`src/verilog/ebc_pkg.sv`:
```
/*
 * Constants shared by the external bus controller: bus modes, address
 * space codes, internal address windows, timing fields and states.
 * Assumes nothing of its surroundings.
 */
package ebc_pkg;

    // ************************************************************
    // Bus modes and address space sizes
    // ************************************************************
    localparam logic [2:0] MODE_SINGLE = 3'h0;
    localparam logic [2:0] MODE_DMX16 = 3'h1;
    localparam logic [2:0] MODE_MUX16 = 3'h2;
    localparam logic [2:0] MODE_MUX8 = 3'h3;
    localparam logic [2:0] MODE_DMX8 = 3'h4;
    localparam logic [2:0] MODE_RESET = MODE_DMX16;
    localparam logic [1:0] SP_64K = 2'h0;
    localparam logic [1:0] SP_256K = 2'h1;
    localparam logic [1:0] SP_1M = 2'h2;
    localparam logic [1:0] SP_16M = 2'h3;
    localparam logic [1:0] SP_RESET = SP_16M;

    // ************************************************************
    // Internal windows: RAM (2 KByte) and two 512-byte register areas
    // ************************************************************
    localparam logic [23:0] RAM_LO = 24'h00F600;
    localparam logic [23:0] RAM_HI = 24'h00FDFF;
    localparam logic [23:0] SREG_LO = 24'h00FE00;
    localparam logic [23:0] SREG_HI = 24'h00FFFF;
    localparam logic [23:0] XREG_LO = 24'h00F000;
    localparam logic [23:0] XREG_HI = 24'h00F1FF;

    // ************************************************************
    // Timing set fields: waits, long ALE, read/write delay, tri-state
    // ************************************************************
    localparam int TIM_W = 7;
    localparam int TIM_WAIT_LSB = 0;
    localparam int TIM_ALE_BIT = 4;
    localparam int TIM_RWD_BIT = 5;
    localparam int TIM_TRI_BIT = 6;
    localparam int RNG_W = 12;
    localparam int HOLD_PIN = 5;

    typedef enum logic [4:0] {
        ST_IDLE = 5'h01,
        ST_ALE = 5'h02,
        ST_CMD = 5'h04,
        ST_TRI = 5'h08,
        ST_HOLD = 5'h10
    } ebc_state_t;

endpackage

```
`src/verilog/ebc_top.sv`:
```
/*
 * External bus controller with port six and port two pin logic.
 * Assumes a core that issues one request at a time and routes answers
 * flagged internal to its own RAM and register areas.
 */
`timescale 1ns/10ps

// Functional notes
// - Every port pin has a direction bit; input pins float unless a port six alternate function drives them.
// - Port six and two outputs choose push-pull or open-drain.
// - Port six: chip selects on 0-4, hold in, grant 6, bus want 7.
// - Port two bits 8-15 feed fast interrupt inputs 0-7.
// - One 16 MByte space, byte or word access everywhere.
// - 2 KByte internal RAM window is served internally.
// - Two 512-byte register areas are served internally.
// - No ROM; all other code is fetched externally.
// - Single chip mode or four external data/multiplex modes.
// - Demux: address on port one, data on port zero; mux shares zero.
// - Wait states, tri-state, ALE length, strobe delay programmable.
// - Each address range uses its own timing set.
// - Up to five active-low chip selects, one per range.
// - Ready handshake stretches slow accesses.
// - Hold request answered with grant after bus release.
// - Space limit sets port four to 0, 2, 4 or 8 lines.
// - Ready high during access inserts waits until low.
// - Low-byte write mode gates the write strobe.
// - Read strobe for every external fetch or read, except with strobe delay and zero wait states.
// - Demux 16-bit uses all port zero; 8-bit leaves high byte.
module ebc_top
    import ebc_pkg::*;
#(
    parameter int NUM_CS = 5
) (
    // Clock and reset
    input wire logic core_clk,
    input wire logic rst_n,
    // Configuration
    input wire logic cfg_load,
    input wire logic [2:0] cfg_mode,
    input wire logic [1:0] cfg_space,
    input wire logic cfg_ready_en,
    input wire logic write_strobe_cfg,
    input wire logic cfg_cs_en,
    input wire logic cfg_hold_en,
    input wire logic [NUM_CS*RNG_W-1:0] rng_base,
    input wire logic [NUM_CS*RNG_W-1:0] rng_mask,
    input wire logic [NUM_CS*TIM_W-1:0] rng_timing,
    // Core request and answer
    input wire logic req_valid,
    output logic req_ready,
    input wire logic [23:0] req_addr,
    input wire logic req_write,
    input wire logic req_byte,
    input wire logic [15:0] req_wdata,
    output logic rsp_valid,
    output logic rsp_internal,
    output logic rsp_error,
    output logic [15:0] rsp_rdata,
    // External bus pins
    input wire logic [15:0] addr_data_port_in,
    output logic [15:0] addr_data_port_out,
    output logic [15:0] addr_data_port_oe,
    output logic [15:0] addr_only_port_out,
    output logic [15:0] addr_only_port_oe,
    output logic [7:0] addr_high_out,
    output logic [7:0] addr_high_oe,
    output logic ale,
    output logic read_strobe_n,
    output logic write_strobe_n,
    output logic strobe_oe,
    input wire logic mem_wait_in,
    // Port six and port two pins
    input wire logic [7:0] p6_pin_in,
    output logic [7:0] p6_pin_out,
    output logic [7:0] p6_pin_oe,
    input wire logic [7:0] p6_dir,
    input wire logic [7:0] p6_od,
    input wire logic [7:0] p6_gpio_out,
    input wire logic [7:0] p2_pin_in,
    output logic [7:0] p2_pin_out,
    output logic [7:0] p2_pin_oe,
    input wire logic [7:0] p2_dir,
    input wire logic [7:0] p2_od,
    input wire logic [7:0] p2_gpio_out,
    output logic [7:0] fast_irq_in
);

    initial begin
        if (NUM_CS < 1 || NUM_CS > 5) begin
            $error("NUM_CS must lie between 1 and 5");
        end
    end

    // ************************************************************
    // Configuration registers
    // ************************************************************
    logic [2:0] mode_q;
    logic [1:0] space_q;
    logic ready_en_q;
    logic wcfg_q;

    // Reset lands in 16-bit demultiplexed mode so the first fetch works.
    always_ff @(posedge core_clk) begin
        if (!rst_n) begin
            mode_q <= MODE_RESET;
            space_q <= SP_RESET;
            ready_en_q <= 1'b0;
            wcfg_q <= 1'b0;
        end else if (cfg_load) begin
            mode_q <= cfg_mode;
            space_q <= cfg_space;
            ready_en_q <= cfg_ready_en;
            wcfg_q <= write_strobe_cfg;
        end
    end

    // ************************************************************
    // Decode of the request
    // ************************************************************
    ebc_state_t state_q;
    logic [23:0] addr_q;
    logic [15:0] wdata_q;
    logic wr_q;
    logic byte_q;
    logic half_q;
    logic first_q;
    logic [3:0] cnt_q;
    logic [2:0] sel_q;
    logic [2:0] sel_d;
    logic [TIM_W-1:0] tim;
    logic internal_hit;
    logic mux;
    logic bus8;
    logic bus_own;
    logic hold_take;
    logic active;
    logic strobe_on;

    assign mux = (mode_q == MODE_MUX16) || (mode_q == MODE_MUX8);
    assign bus8 = (mode_q == MODE_MUX8) || (mode_q == MODE_DMX8);
    assign hold_take = cfg_hold_en && !p6_pin_in[HOLD_PIN];
    // Internal RAM and both register areas run no bus cycle; in demultiplexed modes their address still shows on port one.
    assign internal_hit = (req_addr >= RAM_LO && req_addr <= RAM_HI)
        || (req_addr >= SREG_LO && req_addr <= SREG_HI)
        || (req_addr >= XREG_LO && req_addr <= XREG_HI);

    // Lowest numbered matching range wins; no match uses set zero.
    always_comb begin
        sel_d = 3'h0;
        for (int i = NUM_CS - 1; i >= 1; i--) begin
            if ((req_addr[23:12] & rng_mask[i*RNG_W +: RNG_W])
                == rng_base[i*RNG_W +: RNG_W]) begin
                sel_d = 3'(i);
            end
        end
    end

    assign tim = rng_timing[sel_q*TIM_W +: TIM_W];
    // Requests stall while hold is pending or granted.
    assign req_ready = (state_q == ST_IDLE) && !hold_take;

    // ************************************************************
    // Access sequencer
    // ************************************************************
    always_ff @(posedge core_clk) begin
        if (!rst_n) begin
            state_q <= ST_IDLE;
            cnt_q <= 4'h0;
            first_q <= 1'b0;
            half_q <= 1'b0;
        end else begin
            case (state_q)
                ST_IDLE: begin
                    half_q <= 1'b0;
                    if (hold_take) begin
                        state_q <= ST_HOLD;
                    end else if (req_valid && !internal_hit && mode_q != MODE_SINGLE) begin
                        state_q <= ST_ALE;
                        cnt_q <= {3'h0, rng_timing[sel_d*TIM_W + TIM_ALE_BIT]};
                    end
                end
                ST_ALE: begin
                    if (cnt_q == 4'h0) begin
                        state_q <= ST_CMD;
                        cnt_q <= tim[TIM_WAIT_LSB +: 4];
                        first_q <= 1'b1;
                    end else begin
                        cnt_q <= cnt_q - 4'h1;
                    end
                end
                ST_CMD: begin
                    first_q <= 1'b0;
                    if (cnt_q != 4'h0) begin
                        cnt_q <= cnt_q - 4'h1;
                    end else if (ready_en_q && mem_wait_in) begin
                        state_q <= ST_CMD;
                    end else if (bus8 && !byte_q && !half_q) begin
                        half_q <= 1'b1;
                        state_q <= ST_ALE;
                        cnt_q <= {3'h0, tim[TIM_ALE_BIT]};
                    end else begin
                        state_q <= tim[TIM_TRI_BIT] ? ST_TRI : ST_IDLE;
                    end
                end
                ST_TRI: state_q <= ST_IDLE;
                ST_HOLD: begin
                    if (!hold_take) begin
                        state_q <= ST_IDLE;
                    end
                end
                default: state_q <= ST_IDLE;
            endcase
        end
    end

    // Request latches; the address steps to the odd byte on an 8-bit bus.
    always_ff @(posedge core_clk) begin
        if (!rst_n) begin
            addr_q <= 24'h000000;
            wdata_q <= 16'h0000;
            wr_q <= 1'b0;
            byte_q <= 1'b0;
            sel_q <= 3'h0;
        end else if (req_valid && req_ready) begin
            addr_q <= req_addr;
            wdata_q <= req_wdata;
            wr_q <= req_write;
            byte_q <= req_byte;
            sel_q <= sel_d;
        end else if (state_q == ST_CMD && cnt_q == 4'h0 && bus8 && !byte_q
            && !half_q && !(ready_en_q && mem_wait_in)) begin
            addr_q <= addr_q + 24'h000001;
        end
    end

    // ************************************************************
    // Answers to the core
    // ************************************************************
    logic done;

    assign done = state_q == ST_CMD && cnt_q == 4'h0 && !(ready_en_q && mem_wait_in);

    always_ff @(posedge core_clk) begin
        if (!rst_n) begin
            rsp_valid <= 1'b0;
            rsp_internal <= 1'b0;
            rsp_error <= 1'b0;
            rsp_rdata <= 16'h0000;
        end else begin
            rsp_valid <= (req_valid && req_ready && (internal_hit || mode_q == MODE_SINGLE))
                || (done && !(bus8 && !byte_q && !half_q));
            rsp_internal <= req_valid && req_ready && internal_hit;
            rsp_error <= req_valid && req_ready && !internal_hit && mode_q == MODE_SINGLE;
            if (done && !wr_q) begin
                if (!bus8) begin
                    rsp_rdata <= addr_data_port_in;
                end else if (addr_q[0]) begin
                    rsp_rdata[15:8] <= addr_data_port_in[7:0];
                end else begin
                    rsp_rdata[7:0] <= addr_data_port_in[7:0];
                end
            end
        end
    end

    // ************************************************************
    // Bus pins
    // ************************************************************
    logic [7:0] lo_byte;
    logic wr_sel;

    assign active = state_q == ST_ALE || state_q == ST_CMD;
    assign bus_own = mode_q != MODE_SINGLE && state_q != ST_HOLD;
    assign strobe_on = state_q == ST_CMD && !(tim[TIM_RWD_BIT] && first_q);
    assign lo_byte = (bus8 && addr_q[0]) ? wdata_q[15:8] : wdata_q[7:0];
    // Low-byte mode still strobes odd bytes on an 8-bit bus.
    assign wr_sel = !wcfg_q || bus8 || !byte_q || !addr_q[0];

    assign ale = state_q == ST_ALE;
    assign read_strobe_n = !(strobe_on && !wr_q);
    assign write_strobe_n = !(strobe_on && wr_q && wr_sel);
    assign strobe_oe = bus_own;
    assign addr_data_port_out = (state_q == ST_ALE) ? addr_q[15:0]
        : {bus8 ? addr_q[15:8] : wdata_q[15:8], lo_byte};
    // The 8-bit demultiplexed high byte stays general I/O.
    assign addr_data_port_oe = {
        {8{(ale && mux) || (state_q == ST_CMD && wr_q && !bus8)
            || (mode_q == MODE_MUX8 && active)}},
        {8{(ale && mux) || (state_q == ST_CMD && wr_q)}}};
    assign addr_only_port_out = addr_q[15:0];
    assign addr_only_port_oe = {16{bus_own && !mux}};
    assign addr_high_out = addr_q[23:16];

    // Upper lines follow the configured space size.
    always_comb begin
        case (space_q)
            SP_64K: addr_high_oe = 8'h00;
            SP_256K: addr_high_oe = 8'h03;
            SP_1M: addr_high_oe = 8'h0F;
            default: addr_high_oe = 8'hFF;
        endcase
        if (!bus_own) begin
            addr_high_oe = 8'h00;
        end
    end

    // ************************************************************
    // Port six and port two pin drivers
    // ************************************************************
    logic [7:0] alt6_val;
    logic [7:0] alt6_on;
    logic [4:0] cs_n;
    logic bus_release_grant_n;
    logic bus_want_back_n;

    always_comb begin
        cs_n = 5'h1F;
        if (active && sel_q < 3'(NUM_CS)) begin
            cs_n[sel_q] = 1'b0;
        end
    end

    assign bus_release_grant_n = state_q != ST_HOLD;
    assign bus_want_back_n = !(state_q == ST_HOLD && req_valid);
    assign alt6_val = {bus_want_back_n, bus_release_grant_n, 1'b1, cs_n};
    // Chip selects hand their pins back to port six general I/O under hold; the rest of the bus floats.
    assign alt6_on = {{2{cfg_hold_en}}, 1'b0,
        {5{cfg_cs_en && bus_own}} & ((5'h1 << NUM_CS) - 5'h1)};
    assign fast_irq_in = p2_pin_in;

    // Open-drain pins only ever drive low; input pins float except port six pins with an active alternate function.
    always_comb begin
        for (int i = 0; i < 8; i++) begin
            p6_pin_out[i] = alt6_on[i] ? alt6_val[i] : p6_gpio_out[i];
            p6_pin_oe[i] = (p6_dir[i] || alt6_on[i]) && !(p6_od[i] && p6_pin_out[i]);
            p2_pin_out[i] = p2_gpio_out[i];
            p2_pin_oe[i] = p2_dir[i] && !(p2_od[i] && p2_gpio_out[i]);
        end
    end
endmodule // ebc_top

```
`config.mk`:
```
export PLATFORM = sky130hd
export DESIGN_NAME = ebc_top
export DESIGN_NICKNAME = d
export VERILOG_FILES = /design/src/verilog/ebc_pkg.sv /design/src/verilog/ebc_top.sv
export SDC_FILE = /design/constraint.sdc
export NUM_CORES = 1
export LEC_CHECK = 0
export ABC_AREA = 1
export BUFFER_PORTS_ARGS = -buffer_cell sky130_fd_sc_hd__buf_2
export CAP_MARGIN = 20
export CORE_AREA = 2 2 170 172
export CTS_CLUSTER_DIAMETER = 50
export DETAILED_ROUTE_END_ITERATION = 10
export DIE_AREA = 0 0 172 174
export GPL_TIMING_DRIVEN = 0
export PLACE_DENSITY = 0.56
export SLEW_MARGIN = 20
export SYNTH_ARGS = -nofsm -noshare
export SYNTH_HDL_FRONTEND = slang
export SYNTH_SLANG_ARGS = --single-unit
export TNS_END_PERCENT = 10
```
`constraint.sdc`:
```
create_clock -name core_clk -period 4.3 [get_ports core_clk]
set_input_delay 0.215 -clock core_clk [delete_from_list [all_inputs] [get_ports core_clk]]
set_output_delay 0.215 -clock core_clk [all_outputs]
set_load 0.01 [all_outputs]
```
### Yosys cells after proc, flatten, opt, wreduce, memory -nomap -nowiden

Index checks and enable logic that the tools add are counted.

| storage, ports and cells | value |
|---|---|
| register bits | 82 |
| input bits | 291 |
| output and inout bits | 144 |
| logic and storage cells | 251 |

| cells by class | value |
|---|---|
| $add $sub $neg | 3 |
| multiply operators | 2 |
| order comparisons | 10 |
| equal/unequal tests | 26 |
| shift operators | 1 |
| mux-type cells | 48 |
| bitwise logic cells | 5 |
| reductions and logical operators | 138 |

Operator list:

| kind | count |
|---|---|
| $ge A24 B16 Y1 const B | 3 |
| $le A24 B16 Y1 const B | 3 |
| $logic_and A1 B1 Y1 | 71 |
| $and A12 B12 Y12 | 4 |
| $eq A12 B12 Y1 | 4 |
| $mux W24 | 2 |
| $mux W8 | 5 |
| $mux W4 | 9 |
| $shiftx A35 B7 Y7 | 1 |
| $logic_not A1 Y1 | 32 |
| $mux W16 | 2 |
| $mux W5 | 6 |
| $add A24 B1 Y24 const B | 1 |
| $pmux W8 S3 | 1 |
| $logic_or A1 B1 Y1 | 20 |
| $pmux W5 S4 | 1 |
| $mux W1 | 13 |
| $mul A3 B3 Y6 const B | 2 |
| $mux W3 | 4 |
| $ne A2 B2 Y1 const B | 6 |
| $pmux W4 S3 | 1 |
| $reduce_and A4 Y1 | 2 |
| $add A6 B3 Y7 const B | 1 |
| $lt A7 B7 Y1 const B | 1 |
| other kinds (28) | 38 |

### Logic depth before layout (Yosys ltp)

| depth | value |
|---|---|
| depth in word-level cells | 13 |
| gate-level depth with buffers | 25 |
| mapped depth without buffers | 23 |

### Least setup slack after synthesis

OpenSTA, ideal clock, no wires.

| timing | value |
|---|---|
| kind | input to register |
| from | input port req_addr[15] |
| to | register cnt_q[0] |
| setup time | 0.066 ns |
| data arrival time | 3.050 ns |
| data required time | 4.234 ns |
| slack | 1.184 ns |
| stages | 22 |
| buffers on the path | 2 |
| path through | buf_2 -> nand2_1 -> or2_1 -> nand3_1 -> nor2_1 -> nand3_2 -> buf_2 -> nand4_1 -> nor2_1 -> ha_1 -> inv_1 -> ha_1 -> ha_1 -> fa_1 -> inv_1 -> nand3_1 -> nand3b_1 -> nand2_1 -> nand2_1 -> nand2_1 -> nand2_1 -> a21oi_2 |

| on the way | value |
|---|---|
| word-level cells in the longest chain between the ends | 13 |
| elaborated cells between the ends (all ways) | 35 |
| those cells by class | add/sub (1); mul (1); order compare (6); eq/ne (5); mux (9); bitwise (4); reduce/logical (9) |

Ends and longest elaborated chain:

| item | line | RTL |
|---|---|---|
| start, declared | ebc_top.sv:51 | `input wire logic [23:0] req_addr,` |
| $and A12 B12 Y12 | ebc_top.sv:151 | `if ((req_addr[23:12] & rng_mask[i*RNG_W +: RNG_W])` |
| $eq A12 B12 Y1 | ebc_top.sv:152 | `== rng_base[i*RNG_W +: RNG_W]) begin` |
| $mux W3 (3 in series) | ebc_top.sv:151 |  |
| $mux W3 (*) | ebc_top.sv:151 |  |
| net sel_d[2] | ebc_top.sv:129 | `logic [2:0] sel_d;` |
| $mul A3 B3 Y6 (*) | ebc_top.sv:179 | `cnt_q <= {3'h0, rng_timing[sel_d*TIM_W + TIM_ALE_BIT]};` |
| $add A6 B3 Y7 (*) | ebc_top.sv:179 |  |
| $bmux W1 S6 (*) | ebc_top.sv:179 |  |
| $mux W1 (not written as such) (*) | ebc_top.sv:179 |  |
| $mux W4 (*) | ebc_top.sv:177 | `end else if (req_valid && !internal_hit && mode_q != MODE_SINGLE) begin` |
| $mux W4 (*) | ebc_top.sv:175 | `if (hold_take) begin` |
| $pmux W4 S3 (*) | ebc_top.sv:172 | `case (state_q)` |
| end signal, assigned | ebc_top.sv:179 |  |
| end signal, assigned | ebc_top.sv:185 | `cnt_q <= tim[TIM_WAIT_LSB +: 4];` |
| end signal, assigned | ebc_top.sv:188 | `cnt_q <= cnt_q - 4'h1;` |
| end, declared | ebc_top.sv:127 | `logic [3:0] cnt_q;` |

The timed path passes the listed nets; every way through them passes the cells marked *. The select of a mux whose other input is x is not followed.
A chain may end at the register's enable or synchronous reset.

### Final worst setup path

| timing | value |
|---|---|
| from | input port req_addr[23] |
| to | register cnt_q[0] |

The elaborated chain is that of the path after synthesis.

==> out/metrics.csv <==
metric,value,unit
yosysSeqAreaShare,24.97,%
antennaDiodeCount,0,
fmax,0.2855,GHz
status,"finished, final reports clean",
portBuffers,382,
first_global_vias,7865,
cp.required,4.58,ns
area_growth_syn_to_layout,41.39,%
dr.first_iter.drc_count,472,
power_density,364.8,nW/um2
grt_max_degree,17,
grt_pass1_wl,44.19,mm
tritoncts,yes,
cts.sinks,82,
fin_setup_tns,0,ns
routed_wl,30.40,mm
drv_slew,0,
p_leak,4.717,nW
min_to,addr_q[0],
cts_resized,0,
synthesis.instances,1027,
path_max_fanout,7,
insertion_delay,0.35,ns
r2r_end,rsp_rdata[4],
finalHoldViolCount,0,
period_share,81.45,%
syn-num-nets,1328,
dr_total_vias,8305,
dr.pass1.iters,5,
crit_path_start,req_addr[23],
die_area,29930,um2
dp_hpwl,25.63,mm
die_h,174,um
start_util,23.29,%
final_nets,1721,
overflow,0,
max_cap_viol_count,0,
numCtsBuffers,9,
worstSetupPathType,in2reg,
rsz0062_at_grt,false,
drive_gt1_share,36.28,%
cts.root.buffer_cell,clkbuf_16,
drcViolationCount,0,
worst_hold_startpoint,req_addr[0],
gp_congestion,0.9217,
ys_warn_count,0,
clockBufferDepth,2,
maxSlewHeadroom,29.11,%
r2r_cells,10,
syn_avg_cell_area,6.402,um2
skew,0.008709,ns
yosys.cell_types.count,50,
num_rows,62,
clkTransAtPathRegs,0.07,ns
worst_setup_path_end_kind,flip-flop,
wl_per_cell,16.80,um
ys_seq_elements,82,
antenna_found_initial,3,
post-cts-setup-buffers,0,
vias_per_cell,4.591,
hold_slack,0.07916,ns
ant_nets,0,
min_period,3.502,ns
worstPathArrival,3.78,ns
h-tree-depth,3,
cts_hold_buf,0,
fillers,3191,
ios,435,
core_region_area,28240,um2
worst_pin_slew,1.055,ns
vdd.ir_drop.worst,0.1568,mV
hp-class,in2reg,
start_kind,primary input,
die-width,172,um
holdPathStages,3,
syn-cell-area,6575,um2
r2r-start,state_q[1],
r2r_setup_slack,1.79,ns
final-setup-viol-count,0,
grt_usage,19.46,%
-- per-stage QoR --
step	total power, mW	utilization, %	instances	setup slack (ns)	area (um2)
2_1_floorplan	1.912	-	1027	1.184	6575
3_3_place_gp	2.561	31.76	1793	0.4642	8967
3_5_place_dp	2.581	31.76	1793	0.4257	8967
4_1_cts	3.416	32.87	1809	0.7841	9283
5_1_grt	3.629	32.92	1809	0.5213	9296
6_report	3.391	32.92	1809	0.7976	9296
-- Yosys cell counts (all sizes together) --
master | count | area share [%]
nand2 | 254 | 15
nor2 | 108 | 7.0
inv | 102 | 5.8
o21ai | 86 | 6.5
dfxtp | 82 | 25
nand3 | 74 | 6.2
buf | 72 | 8.7
a21oi | 71 | 5.5
xor2 | 21 | 2.8
clkbuf | 19 | 1.1
nor3 | 18 | 1.7
xnor2 | 18 | 2.4
a31oi | 14 | 1.3
nor4 | 12 | 1.4
a21boi | 9 | 1.0
ha | 9 | 1.7
nand3b | 9 | 1.0
a2bb2oi | 7 | 0.93
nand4 | 7 | 0.67
o211ai | 7 | 0.80
or2 | 5 | 0.48
a211oi | 3 | 0.34
a221oi | 3 | 0.40
a32o | 3 | 0.46
clkinv | 3 | 0.17
a22oi | 2 | 0.23
o221ai | 2 | 0.27
a22o | 1 | 0.13
and2 | 1 | 0.095
and3 | 1 | 0.095
fa | 1 | 0.30
o2111ai | 1 | 0.13
o21bai | 1 | 0.11
o32ai | 1 | 0.13
-- cells by family (layout without fill, tap and decap cells) --
| logic type | count (synthesis) | in the layout | synth area share, % |
|---|---|---|---|
| adder cells (fa/ha/maj) | 10 | 10 | 2.017 |
| flip-flops | 82 | 82 | 24.97 |
| XOR/XNOR | 39 | 39 | 5.195 |
| AND/OR/NAND/NOR | 489 | 489 | 33.64 |
| buffers and inverters | 196 | 594 | 15.81 |
| AO/OA/AOI/OAI | 211 | 211 | 18.36 |
-- state kept, by name, summed over array words and instances (netlist names), 2 cells and up --
| name | cells |
|---|---|
| mode_q | 3 |
| sel_q | 3 |
| addr_q | 24 |
| state_q | 5 |
| space_q | 2 |
| cnt_q | 4 |
| rsp_rdata | 16 |
| wdata_q | 16 |
-- power by group --
part / internal [mW] / switching (mW)
Sequential: 0.904 / 0.151
Clock: 0.497 / 0.337
Combinational: 0.574 / 0.929
-- placed cells by master, fill, tap and decap left out, drive strengths merged --
master	n
a211oi	3
clkinv	6
o21ai	86
inv	102
a31oi	14
o211ai	7
buf	454
nand2	254
and2	1
nor2	108
a2bb2oi	7
xnor2	18
a221oi	3
or2	5
a32o	3
nand4	7
xor2	21
and3	1
a21oi	71
nor4	12
nand3b	9
bufinv	1
o2111ai	1
o221ai	2
ha	9
fa	1
a21boi	9
dfxtp	82
o32ai	1
nand3	74
a22oi	2
a22o	1
clkbuf	31
o21bai	1
nor3	18
-- cell type report --
type / instances / area (um2) / share of cell area, %
repair buffers: 382 / 1912 / 20.57
clock inverters: 4 / 48.80 / 0.5249
flip-flops and latches: 82 / 1642 / 17.66
plain buffers: 91 / 645.6 / 6.945
well taps: 384 / 480.5 / 5.168
multi-input cells: 749 / 3908 / 42.03
inverters: 105 / 394.1 / 4.240
clock buffers: 12 / 266.5 / 2.867
-- routing by layer --
layer / vias to the layer above / part of all wire (%) / wire [um] / GRT usage (%)
met5: - / 0.13 / 38 / 0
met4: 6 / 2.8 / 838 / 6.898
met3: 50 / 7.2 / 2191 / 3.324
met2: 387 / 51 / 15370 / 36.19
met1: 3752 / 39 / 11960 / 22.01
li1: 4110 / - / - / -
-- worst max-delay path by stage --
stage	slack (ns)	endpoint
after CTS	0.78	cnt_q[0]
after global routing	0.52	cnt_q[0]
after global placement	0.46	cnt_q[0]
after detailed placement	0.43	cnt_q[0]
after floorplan	1.18	cnt_q[0]
final	0.80	cnt_q[0]
-- worst max-delay path, stage by stage --
cell and delay (ns):
buf_2 0.22, nand2_1 0.10, xnor2_1 0.13, nor4_1 0.53
nand4_1 0.23, nor2_1 0.34, ha_1 0.30, inv_1 0.06
ha_1 0.22, ha_1 0.22, fa_1 0.56, inv_1 0.08
nand3_1 0.08, nand3b_1 0.08, nand2_1 0.07, nand2_1 0.05
nand2_1 0.10, nand2_1 0.07, a21oi_2 0.12
Power figures use the tool's default switching activity.
